[src/hdl/tppl_pkg.sv]
/*
 * Constants shared by the touch-probe position latch: object indices,
 * bit positions of the control and status words and reset values.
 * Assumes nothing of its surroundings; it holds definitions only.
 */
package tppl_pkg;

   // ----------------------------------------------------------------------
   // Object indices
   // ----------------------------------------------------------------------
   localparam logic [15:0] IDX_PROBE_CONTROL = 16'h60b8;
   localparam logic [15:0] IDX_PROBE_STATE   = 16'h60b9;
   localparam logic [15:0] IDX_PROBE_ONE_POS = 16'h60ba;
   localparam logic [15:0] IDX_PROBE_TWO_POS = 16'h60bc;

   // ----------------------------------------------------------------------
   // Control word: per-channel bit positions, channel two is offset by 8
   // ----------------------------------------------------------------------
   localparam int CH_STRIDE    = 8;
   localparam int CTL_ENABLE   = 0;
   localparam int CTL_CONT     = 1;
   localparam int CTL_SOURCE   = 2;
   localparam int CTL_SAMPLE   = 4;
   localparam logic [15:0] CTL_WRITE_MASK = 16'h1717;
   localparam logic [15:0] CTL_RESET      = 16'h0000;

   // ----------------------------------------------------------------------
   // Status word: per-channel bit positions
   // ----------------------------------------------------------------------
   localparam int STS_ENABLED  = 0;
   localparam int STS_STORED   = 1;
   localparam int STS_TOGGLE   = 7;

   localparam int          NUM_CH    = 2;
   localparam logic [31:0] POS_RESET = 32'h0000_0000;

   // Input pins that go through the synchroniser: probe one, probe two, zero marker.
   localparam int NUM_PINS  = 3;
   localparam int PIN_ONE   = 0;
   localparam int PIN_TWO   = 1;
   localparam int PIN_ZERO  = 2;

endpackage

[src/hdl/tppl_sync_edge.sv]
/*
 * Two-stage synchroniser with rising-edge detector for one input pin.
 * Assumes the pin is asynchronous to clock; the edge pulse lasts one cycle.
 */
`timescale 1ns/1ns
module tppl_sync_edge (
   // Clock and reset
   input  wire logic clock,
   input  wire logic arst_n,
   // Pin and result
   input  wire logic pinIn,
   output logic      riseEdge
);

   logic meta_reg;
   logic sync_reg;
   logic prev_reg;
   logic meta_next;
   logic sync_next;
   logic prev_next;

   always_comb begin
      meta_next = pinIn;
      sync_next = meta_reg;
      prev_next = sync_reg;
   end

   always_ff @(posedge clock or negedge arst_n) begin
      if (!arst_n) begin
         meta_reg <= 1'b0;
         sync_reg <= 1'b0;
         prev_reg <= 1'b0;
      end else begin
         meta_reg <= meta_next;
         sync_reg <= sync_next;
         prev_reg <= prev_next;
      end
   end

   // Only the second stage and its delayed copy feed the detector.
   assign riseEdge = sync_reg & ~prev_reg;

endmodule

[src/hdl/tppl_top.sv]
/*
 * Two-channel touch-probe position latch. The network side reads and
 * writes the objects through a simple indexed access port; the control
 * and status words and both latched positions are also driven out for
 * cyclic mapping.
 * Assumes position and homingActive come from logic on the same clock, and
 * that the probe pins and the encoder zero marker are asynchronous.
 */
// How it works
// Channel one works only while control bit 0 is set.
// Mode bits 1 and 9: 0 latches the first trigger, 1 every trigger.
// Control bit 2 picks probe one input (0) or encoder zero marker (1).
// Sampling bits 4 and 12 start sampling when set, stop when cleared.
// Channel two works only while control bit 8 is set.
// Bit 10 at 0 triggers channel two on its pin; 1 is reserved.
// Control word resets to zero: both channels off and idle.
// Homing start clears channel one enable; it stays unusable throughout homing.
// Continuous mode re-reads bit 2 at every latch start.
// Status bits 0 and 8 show each channel's enable.
// Status bits 1 and 9 show a latched position is held.
// In continuous mode status bit 7 or 15 toggles on every latch.
// Channel one trigger captures position into a read-only signed register.
// Channel two trigger captures position into its own read-only register.
// Single mode ignores triggers after the first until sampling restarts.
`timescale 1ns/1ns
module tppl_top
   import tppl_pkg::*;
(
   // Clock and reset
   input  wire logic               clock,
   input  wire logic               arst_n,
   // Object access port
   input  wire logic               objWrite,
   input  wire logic               objRead,
   input  wire logic [15:0]        objIndex,
   input  wire logic [15:0]        objWriteData,
   output logic      [31:0]        objReadData,
   output logic                    objReadValid,
   output logic                    objError,
   // Drive state
   input  wire logic signed [31:0] position,
   input  wire logic               homingActive,
   // Pins
   input  wire logic               probeOneInput,
   input  wire logic               probeTwoInput,
   input  wire logic               encoderZeroPulse,
   // Cyclic images
   output logic      [15:0]        probeControl,
   output logic      [15:0]        probeState,
   output logic signed [31:0]      probeOneLatchedPosition,
   output logic signed [31:0]      probeTwoLatchedPosition
);

   // ----------------------------------------------------------------------
   // Pin synchronisers
   // ----------------------------------------------------------------------
   logic [NUM_PINS-1:0] pinRaw;
   logic [NUM_PINS-1:0] pinEdge;

   assign pinRaw[PIN_ONE]  = probeOneInput;
   assign pinRaw[PIN_TWO]  = probeTwoInput;
   assign pinRaw[PIN_ZERO] = encoderZeroPulse;

   for (genvar p = 0; p < NUM_PINS; p++) begin : gPin
      tppl_sync_edge uSync (
         .clock    (clock),
         .arst_n   (arst_n),
         .pinIn    (pinRaw[p]),
         .riseEdge (pinEdge[p])
      );
   end

   // ----------------------------------------------------------------------
   // Control word and homing
   // ----------------------------------------------------------------------
   logic [15:0] control_reg;
   logic [15:0] control_next;
   logic        homingPrev_reg;
   logic        homingPrev_next;
   logic        homingStart;

   assign homingStart = homingActive & ~homingPrev_reg;

   always_comb begin
      control_next    = control_reg;
      homingPrev_next = homingActive;
      if (objWrite && objIndex == IDX_PROBE_CONTROL) begin
         control_next = objWriteData & CTL_WRITE_MASK;
      end
      // Homing wins over a write in the same cycle so the channel cannot sneak back on.
      if (homingStart) begin
         control_next[CTL_ENABLE] = 1'b0;
      end
   end

   always_ff @(posedge clock or negedge arst_n) begin
      if (!arst_n) begin
         control_reg    <= CTL_RESET;
         homingPrev_reg <= 1'b0;
      end else begin
         control_reg    <= control_next;
         homingPrev_reg <= homingPrev_next;
      end
   end

   // ----------------------------------------------------------------------
   // Channel latches
   // ----------------------------------------------------------------------
   logic [NUM_CH-1:0]        armed_reg;
   logic [NUM_CH-1:0]        armed_next;
   logic [NUM_CH-1:0]        stored_reg;
   logic [NUM_CH-1:0]        stored_next;
   logic [NUM_CH-1:0]        toggle_reg;
   logic [NUM_CH-1:0]        toggle_next;
   logic [NUM_CH-1:0]        active_reg;
   logic [NUM_CH-1:0]        active_next;
   logic                     zeroSel_reg;
   logic                     zeroSel_next;
   logic signed [31:0]       pos_reg  [NUM_CH];
   logic signed [31:0]       pos_next [NUM_CH];
   logic [NUM_CH-1:0]        chEnable;
   logic [NUM_CH-1:0]        chTrigger;

   // Channel one is held off for the whole homing run, not only at its start.
   assign chEnable[0] = control_reg[CTL_ENABLE] & ~homingActive;
   assign chEnable[1] = control_reg[CH_STRIDE + CTL_ENABLE];

   // The reserved source value for channel two yields no trigger at all.
   assign chTrigger[0] = zeroSel_reg ? pinEdge[PIN_ZERO] : pinEdge[PIN_ONE];
   assign chTrigger[1] = ~control_reg[CH_STRIDE + CTL_SOURCE] & pinEdge[PIN_TWO];

   always_comb begin
      armed_next   = armed_reg;
      stored_next  = stored_reg;
      toggle_next  = toggle_reg;
      zeroSel_next = zeroSel_reg;
      for (int c = 0; c < NUM_CH; c++) begin
         pos_next[c]    = pos_reg[c];
         active_next[c] = chEnable[c] & control_reg[c*CH_STRIDE + CTL_SAMPLE];
         if (!chEnable[c]) begin
            stored_next[c] = 1'b0;
         end
         if (!active_next[c]) begin
            armed_next[c] = 1'b0;
         end else if (!active_reg[c]) begin
            // Latch start: arm, drop any old capture, read the source choice.
            armed_next[c]  = 1'b1;
            stored_next[c] = 1'b0;
            if (c == 0) begin
               zeroSel_next = control_reg[CTL_SOURCE];
            end
         end else if (armed_reg[c] && chTrigger[c]) begin
            pos_next[c]    = position;
            stored_next[c] = 1'b1;
            if (control_reg[c*CH_STRIDE + CTL_CONT]) begin
               toggle_next[c] = ~toggle_reg[c];
               if (c == 0) begin
                  zeroSel_next = control_reg[CTL_SOURCE];
               end
            end else begin
               armed_next[c] = 1'b0;
            end
         end
      end
   end

   always_ff @(posedge clock or negedge arst_n) begin
      if (!arst_n) begin
         armed_reg   <= '0;
         stored_reg  <= '0;
         toggle_reg  <= '0;
         active_reg  <= '0;
         zeroSel_reg <= 1'b0;
         for (int c = 0; c < NUM_CH; c++) begin
            pos_reg[c] <= POS_RESET;
         end
      end else begin
         armed_reg   <= armed_next;
         stored_reg  <= stored_next;
         toggle_reg  <= toggle_next;
         active_reg  <= active_next;
         zeroSel_reg <= zeroSel_next;
         for (int c = 0; c < NUM_CH; c++) begin
            pos_reg[c] <= pos_next[c];
         end
      end
   end

   // ----------------------------------------------------------------------
   // Status word
   // ----------------------------------------------------------------------
   logic [15:0] state_reg;
   logic [15:0] state_next;

   always_comb begin
      state_next = 16'h0000;
      for (int c = 0; c < NUM_CH; c++) begin
         state_next[c*CH_STRIDE + STS_ENABLED] = chEnable[c];
         state_next[c*CH_STRIDE + STS_STORED]  = stored_reg[c];
         state_next[c*CH_STRIDE + STS_TOGGLE]  = toggle_reg[c];
      end
   end

   always_ff @(posedge clock or negedge arst_n) begin
      if (!arst_n) begin
         state_reg <= 16'h0000;
      end else begin
         state_reg <= state_next;
      end
   end

   // ----------------------------------------------------------------------
   // Object access answers
   // ----------------------------------------------------------------------
   logic [31:0] rdData_reg;
   logic [31:0] rdData_next;
   logic        rdValid_reg;
   logic        rdValid_next;
   logic        error_reg;
   logic        error_next;

   always_comb begin
      rdData_next  = rdData_reg;
      rdValid_next = 1'b0;
      error_next   = 1'b0;
      if (objRead) begin
         rdValid_next = 1'b1;
         case (objIndex)
            IDX_PROBE_CONTROL: rdData_next = {16'h0000, control_reg};
            IDX_PROBE_STATE:   rdData_next = {16'h0000, state_reg};
            IDX_PROBE_ONE_POS: rdData_next = pos_reg[0];
            IDX_PROBE_TWO_POS: rdData_next = pos_reg[1];
            default: begin
               rdData_next = 32'h0000_0000;
               error_next  = 1'b1;
            end
         endcase
      end else if (objWrite && objIndex != IDX_PROBE_CONTROL) begin
         // Status and positions are read-only; writes to them are refused.
         error_next = 1'b1;
      end
   end

   always_ff @(posedge clock or negedge arst_n) begin
      if (!arst_n) begin
         rdData_reg  <= 32'h0000_0000;
         rdValid_reg <= 1'b0;
         error_reg   <= 1'b0;
      end else begin
         rdData_reg  <= rdData_next;
         rdValid_reg <= rdValid_next;
         error_reg   <= error_next;
      end
   end

   assign objReadData             = rdData_reg;
   assign objReadValid            = rdValid_reg;
   assign objError                = error_reg;
   assign probeControl            = control_reg;
   assign probeState              = state_reg;
   assign probeOneLatchedPosition = pos_reg[0];
   assign probeTwoLatchedPosition = pos_reg[1];

endmodule

[config.mk]
export PLATFORM = sky130hd
export DESIGN_NAME = tppl_top
export DESIGN_NICKNAME = d
export VERILOG_FILES = /design/src/hdl/tppl_pkg.sv /design/src/hdl/tppl_sync_edge.sv /design/src/hdl/tppl_top.sv
export SDC_FILE = /design/constraint.sdc
export NUM_CORES = 1
export LEC_CHECK = 0
export BUFFER_PORTS_ARGS = -buffer_cell sky130_fd_sc_hd__buf_2
export CAP_MARGIN = 20
export CORE_MARGIN = 5
export CORE_UTILIZATION = 49
export DETAILED_ROUTE_END_ITERATION = 8
export PLACE_DENSITY = 0.88
export SYNTH_ARGS = -nofsm -noshare
export SYNTH_HDL_FRONTEND = slang
export SYNTH_SLANG_ARGS = --single-unit
[constraint.sdc]
create_clock -name clock -period 2.15 [get_ports clock]
set_clock_uncertainty 0.1 [all_clocks]
set_input_delay 0.3225 -clock clock [delete_from_list [all_inputs] [get_ports clock]]
set_output_delay 0.3225 -clock clock [all_outputs]
set_load 0.02 [all_outputs]
-- Word level (Yosys, flattened, before mapping)
Cells that the tools add are included.
- flip-flop bits (word level): 131
- input bits: 72
- output and inout port bits: 130
- word-level logic and storage cells: 92
- equality and inequality tests: 11
- muxes and demuxes: 27
- bitwise gates (word level): 16
- reductions and logical operators: 13
- operator list (kind ; count):
    one-hot mux 32 bit (4 select lines) ; 1
    equality test 16 x 15 -> 1 bit (second input constant) ; 4
    2-to-1 mux 1 bit ; 26
    != test 16 x 15 -> 1 bit (second input constant) ; 1
    AND reduction 3 bit ; 3
    AND 1 bit ; 8
    inverter 1 bit ; 8
    AND reduction 4 bit ; 2
    != test 3 x 2 -> 1 bit (second input constant) ; 2
    != test 3 bit (second input constant) ; 2
    logical AND 1 bit ; 4
    AND reduction 2 bit ; 2
    OR reduction 4 bit ; 1
    != test 2 x 1 -> 1 bit (second input constant) ; 1
    != test 2 bit (second input constant) ; 1
    nonzero test 2 bit ; 1

-- Depth between registers and ports, before layout
Gate-level depths: netlist (run 1).
- depth after elaboration: 7
- mapped depth: 7
- depth with buffers taken out: 5

-- By module
Synthesis (run 1) repeated with hierarchy kept, for this count alone.
- cell total of the unflattened synthesis: 403
- area total of the unflattened synthesis: 5470.2 um^2
- by module, submodules not included (module ; times used ; cells an instance ; area each (um^2) ; sequential area each (um^2)):
    tppl_top ; 1 ; 391 ; 5203.7 ; 3052.9
    tppl_sync_edge ; 3 ; 4 ; 88.8 ; 75.1

-- Least setup slack after synthesis (run 1)
OpenSTA, ideal clock, no wires.
- path kind: input -> register
- from: input objIndex[9]
- to: register control_reg[10] (netlist: probeControl[10])
- setup time: 0.125 ns
- arrival time: 1.780 ns
- data required time: 1.925 ns
- path slack: 0.145 ns
- stages on the path: 5
- path buffers: 1
- cell sequence: or4_4 -> nor4_4 -> buf_6 -> nand2_8 -> mux2_4
- longest elaborated chain between the ends: 2
- RTL lines (what ; line ; source):
    from (decl) ; tppl_top.sv:35 ; input wire logic [15:0] objIndex,
    equality test 16 x 15 -> 1 bit ; tppl_top.sv:87 ; if (objWrite && objIndex == IDX_PROBE_CONTROL) begin
    logical AND 1 bit ; tppl_top.sv:87 ;
    to (signal assigned) ; tppl_top.sv:101 ; control_reg <= control_next;
    to (decl) ; tppl_top.sv:76 ; logic [15:0] control_reg;
No other way between the ends.
A chain may end at the register's enable or synchronous reset.

-- Final worst setup path (run 1)
- from: register zeroSel_reg
- to: register pos_reg (netlist bit probeOneLatchedPosition[23])
- longest elaborated chain between the ends: 3
- RTL lines (what ; line ; source):
    from (decl) ; tppl_top.sv:117 ; logic zeroSel_reg;
    from (signal assigned) ; tppl_top.sv:182 ; zeroSel_reg <= zeroSel_next;
    2-to-1 mux 1 bit ; tppl_top.sv:129 ; assign chTrigger[0] = zeroSel_reg ? pinEdge[PIN_ZERO] : pinEdge[PIN_ONE];
    logical AND 1 bit ; tppl_top.sv:152 ; end else if (armed_reg[c] && chTrigger[c]) begin
    AND reduction 3 bit (no source line) ; -- ;
    to (signal, indexed assignment) ; tppl_top.sv:184 ; pos_reg[c] <= pos_next[c];
    to (decl) ; tppl_top.sv:119 ; logic signed [31:0] pos_reg [NUM_CH];
No other way between the ends.

==> impl_metrics.tcl, run 1 <==
set metrics [dict create \
    cts_tree "done" \
    gp_congestion 0.826 \
    grt_pass1_vias 4440 \
    die_width_um 115 \
    placedCellCount 703 \
    synth.avg_cell_area_um2 13.8 \
    postSynthCellCount 392 \
    hold_class "primary input to register" \
    drt-pass1-iter-count 4 \
    final_cells 782 \
    ys_seq_area_frac 0.607 \
    grt_setup_unrepaired "false" \
    power_leakage_nw 4.04 \
    tightest_slew_ns 0.633 \
    report.final.setup_viol 0 \
    ir_worst_vdd_v 0.000502 \
    synth.top_cells.by_area "dfrtp_1 (61%), mux2_2 (14%), a221oi_1 (3.6%)" \
    min_period_over_period 0.951 \
    placed_cell_area_um2 6440 \
    die_y_um 115 \
    crit_arrival_ns 2.32 \
    synth_cell_types 43 \
    nFillCells 721 \
    wl_per_cell_um 18.8 \
    insertion_delay_ns 0.50 \
    cts_sinks 131 \
    initialDrtViolationCount 354 \
    critPathRequiredTime_ns 2.42 \
    initial_core_util 0.498 \
    dieArea_um2 13200 \
    synth_top_area_cell "dfrtp_1" \
    ff2ff_setup_slack_ns 0.11 \
    status "finished, final reports clean" \
    io_pins 202 \
    synthTopCellsByCount "dfrtp_1 (131), mux2_2 (65), nor2_1 (49)" \
    yosysWarnings 0 \
    fmax_ghz 0.489 \
    finalNetCount 699 \
    synth_seq_cells 131 \
    power_density_nw_per_um2 755 \
    drc 0 \
    cts.htree.levels 4 \
    wl_mm 14.7 \
    cts_buffers 17 \
    finish.instance_area_um2 7480 \
    antenna_found_initial 1 \
    synth.most_common_cell "dfrtp_1" \
    crit_path_max_fanout 21 \
    grt_first_pass_wirelength_mm 23.0 \
    drv_cap 0 \
    num_vias 4217 \
    root_buffer "clkbuf_8" \
    drive_above_1_share 0.484 \
    clockBufferDepth 2 \
    synth.top_cell.area_share 0.607 \
    hpwl_mm 10.0 \
    overflow 0 \
    setup.worst_path.start_class "register" \
    hold_viol_final 0 \
    async_reset_ff_frac 1.00 \
    std_cell_rows 38 \
    synth_ff_type "dfrtp_1" \
    area_growth_pct 38.4 \
    fin_crit_ns 2.04 \
    cts.reportedPaths.clkPinSlew_ns 0.06 \
    antenna_left 0 \
    fp.coreArea_um2 10800 \
    synth_edf_count 0 \
    relSlewSlack 0.574 \
    drv_slew 0 \
    synth_area_um2 5400 \
    port_buffers 175 \
    setup_tns_ns 0 \
    grt_max_degree 49 \
    grtUsageTotal 0.226 \
    cp-end-kind "register" \
    critPathKind "register to register" \
    viasPerCell 5.39 \
    cts_resized 0 \
]
==> final timing paths <==
path	startpoint	to	cells after the start
setup / recovery	zeroSel_reg	probeOneLatchedPosition[23]	5
setup reg to reg	zeroSel_reg	probeOneLatchedPosition[23]	5
hold reg to reg	gPin[2].uSync.meta_reg	gPin[2].uSync.prev_next	0
max in group asynchronous	arst_n	probeOneLatchedPosition[23]	3
hold / removal	objRead	objError	2
min in group asynchronous	arst_n	probeTwoLatchedPosition[4]	2
==> power breakdown <==
part           leakage, nW  total [W]  switching, W  internal, W
Sequential            1.77    0.00253     0.0000210      0.00251
Clock                0.286    0.00274      0.000983      0.00176
Combinational         1.98   0.000379      0.000220     0.000158
==> routing by layer <==
metal / GRT usage / wire length, µm / vias to the layer above
met5: 0 / 0 / -
met2: 0.382 / 7530 / 191
met1: 0.278 / 5640 / 2120
met4: 0.112 / 394 / 0
met3: 0.0458 / 1120 / 35
li1: - / - / 1871
==> kinds of logic after synthesis <==
logic type | after synthesis | synth area share
AO/OA/AOI/OAI | 62 | 0.0952
other | 1 | 0.000694
multiplexers | 73 | 0.157
flip-flops | 131 | 0.607
buffers and inverters | 45 | 0.0533
XOR/XNOR | 2 | 0.00324
AND/OR/NAND/NOR | 78 | 0.0841
==> cells in the final DEF, fill, tap and decap left out, types with 3 or more instances in the layout <==
| master | n |
|---|---|
| clkbuf_8 | 5 |
| clkbuf_16 | 16 |
| dfrtp_1 | 131 |
| mux2_4 | 7 |
| a21o_1 | 4 |
| buf_2 | 174 |
| a22oi_1 | 8 |
| a21oi_1 | 6 |
| dlygate4sd3_1 | 45 |
| mux2_2 | 65 |
| conb_1 | 18 |
| nand2_1 | 4 |
| a221oi_1 | 22 |
| nor2b_1 | 4 |
| buf_12 | 4 |
| o2bb2ai_1 | 6 |
| buf_4 | 16 |
| a222oi_1 | 6 |
| a21oi_2 | 3 |
| clkinv_2 | 6 |
| inv_1 | 5 |
| nor2_1 | 49 |
| or4bb_1 | 3 |
==> cell type report <==
cell class,instances,area [µm²],share of cell area
sequential,131,3280,0.438
multi-input combinational,233,1900,0.254
timing repair buffer,239,1520,0.203
clock buffer,22,473,0.0632
tap,140,175,0.0234
clock inverter,10,105,0.0141
inverter,5,18.8,0.00251
antenna,2,5.00,0.000669
==> worst max-delay path: stages, from the launching register on <==
cell and delay [ns]:
dfrtp_1 0.39, or3b_1 0.41, a211oi_2 0.32, nand2_1 0.12, buf_4 0.25, mux2_2 0.32
==> stage by stage <==
| step | total power, W | hold WS (ns) | worst slack (ns) | utilization |
|---|---|---|---|---|
| finish | 0.00565 | 0.0979 | 0.105 | 0.690 |
| global route | 0.00586 | 0.0970 | 0.0192 | 0.690 |
| CTS | 0.00570 | 0.0773 | 0.0923 | 0.689 |
| detailed placement | 0.00288 | 0.240 | -0.0941 | 0.595 |
| global placement | 0.00287 | 0.234 | -0.197 | 0.594 |
| floorplan | 0.00273 | -0.0731 | 0.145 | - |
==> repair_timing <==
action                                  4_1_cts  5_1_grt
endpoints found under the setup margin        0        2
buffers inserted                              0        0
hold buffers                                 45        0
endpoints found under the hold margin       116        0
Power figures use the tool's default switching activity.
==> inputs of run 2 (changes only) <==
CORE_ASPECT_RATIO = 0.8   (was default)
CORE_UTILIZATION = 44   (was 49)
HOLD_SLACK_MARGIN = 0.05   (was default)
PLACE_DENSITY = 0.84   (was 0.88)
clock period = 1.7 ns   (was 2.15 ns; I/O delays follow)
==> impl_metrics.tcl, run 2 (synthesized netlist as in run 1, its figures left out) <==
set metrics [dict create \
    grt_max_degree 48 \
    drv_cap 0 \
    min_period_over_period 1.09 \
    viasPerCell 5.34 \
    fmax_ghz 0.540 \
    report.final.setup_viol 64 \
    std_cell_rows 36 \
    drv_slew 0 \
    relSlewSlack 0.0988 \
    final_core_util 0.676 \
    multiInputGateArea_um2 2220 \
    critPathSlowestCell "or3b_4" \
    initialDrtViolationCount 319 \
    fin_ws_ns -0.152 \
    grt_pass1_vias 4601 \
    power_density_nw_per_um2 923 \
    hold_class "primary input to register" \
    cp-end-kind "register" \
    area_growth_pct 51.6 \
    wl_mm 16.5 \
    root_buffer "clkbuf_16" \
    regArea_um2 3280 \
    hpwl_mm 10.5 \
    wl_per_cell_um 20.3 \
    cts_tree "done" \
    tightest_slew_ns 1.35 \
    violations "setup timing" \
    insertion_delay_ns 0.42 \
    cp_cell_sequence "or3b_4 > a211oi_4 > nand2_2 > buf_12 > mux2_2" \
    final_common_cell "buf_2" \
    num_vias 4345 \
    drive_above_1_share 0.554 \
    cts_sinks 131 \
    overflow 0 \
    crit_path_max_incr_delay_ns 0.40 \
    ir_worst_vdd_v 0.000811 \
    nFillCells 848 \
    grt_first_pass_wirelength_mm 24.4 \
    antenna_cells 0 \
    antenna_found_initial 0 \
    dieArea_um2 14600 \
    grt_setup_unrepaired "true" \
    crit_buf_inv 1 \
    gp_congestion 0.835 \
    critPathKind "register to register" \
    drc 0 \
    cts.htree.levels 4 \
    clockBufferDepth 2 \
    setup.worst_path.start_class "register" \
    fp.coreArea_um2 12100 \
    setup_tns_ns -5.02 \
    power_leakage_nw 4.35 \
    hold_viol_final 0 \
    crit_path_max_fanout 18 \
    crit_arrival_ns 2.05 \
    port_buffers 175 \
    grtUsageTotal 0.219 \
    mostFrequentLayoutCells "buf_2 (172), dfrtp_1 (130), mux2_2 (65), nor2_1 (47), dlygate4sd3_1 (46)" \
    io_pins 202 \
    cts.reportedPaths.clkPinSlew_ns 0.06 \
    initial_core_util 0.446 \
    drt-pass1-iter-count 5 \
    antenna_left 0 \
    die_y_um 109 \
    critical_path.top_delay_family "simple AND/OR/NAND/NOR gates" \
    place_ws_ns -0.454 \
    critPathRequiredTime_ns 1.90 \
    finalNetCount 720 \
    die_width_um 134 \
    fin_crit_ns 1.85 \
    status "finished with violations" \
    cts_buffers 17 \
]
run 2: changes by cell type in the layout (fill, tap and decap cells not counted), sizes merged:
cell / previous run / this run
dlygate4sd3: 45 / 46
bufinv: 2 / 3
diode: 2 / 0
clkinv: 6 / 2
buf: 194 / 212
clkbuf: 22 / 27
run 2: final timing paths:
kind | from | endpoint | slack (ns) | cells after the start
max | zeroSel_reg | probeOneLatchedPosition[21] | -0.15 | 5
max reg2reg | zeroSel_reg | probeOneLatchedPosition[21] | -0.15 | 5
max in group asynchronous | arst_n | objReadData[14] | 0.63 | 3
min in group asynchronous | arst_n | probeTwoLatchedPosition[8] | 0.24 | 2
min | objRead | objReadValid | 0.17 | 2
min reg2reg | gPin[0].uSync.meta_reg | gPin[0].uSync.prev_next | 0.25 | 0
run 2: stage by stage:
stage / instance area (µm²) / hold slack (ns) / power (W) / std cells
after CTS: 7800 / 0.148 / 0.00758 / 805
after global routing: 8190 / 0.175 / 0.00781 / 813
final: 8190 / 0.173 / 0.00756 / 813
after detailed placement: 6650 / 0.127 / 0.00365 / 725
after global placement: 6650 / 0.116 / 0.00363 / 725
after floorplan: 5550 / -0.141 / 0.00345 / 409
run 2: final cells by class:
class	count	area share
Tap cell	152	0.0232
Clock buffer	25	0.0629
Timing Repair Buffer	260	0.225
Inverter	5	0.00229
Multi-Input combinational cell	233	0.271
Sequential cell	131	0.400
Clock inverter	7	0.0145
run 2: timing repair:
| action | in CTS | in global routing |
|---|---|---|
| cloned | 1 | 2 |
| hold buffers | 46 | 0 |
| setup buffers | 1 | 6 |
| setup endpoints to repair | 35 | 102 |
| pin swaps | 3 | 30 |
| hold endpoints to repair | 121 | 0 |
| resized for setup | 6 | 44 |
run 2: worst reg2reg max path, cell delays in order, from the launching register on:
cell and delay, ns:
dfrtp_1 0.38, or3b_4 0.40, a211oi_4 0.23, nand2_2 0.14, buf_12 0.19, mux2_2 0.28
run 2: report_power, final:
| group | switching (W) | internal, W | total [W] |
|---|---|---|---|
| clock network | 0.00131 | 0.00254 | 0.00385 |
| registers | 0.0000281 | 0.00317 | 0.00320 |
| logic | 0.000296 | 0.000218 | 0.000514 |
| total | 0.00163 | 0.00593 | 0.00756 |
run 2: per-layer routing:
metal  GRT usage  share of wire
met1       0.270           0.40
met3      0.0761          0.072
met5           0              0
met4      0.0698          0.018
met2       0.366           0.51
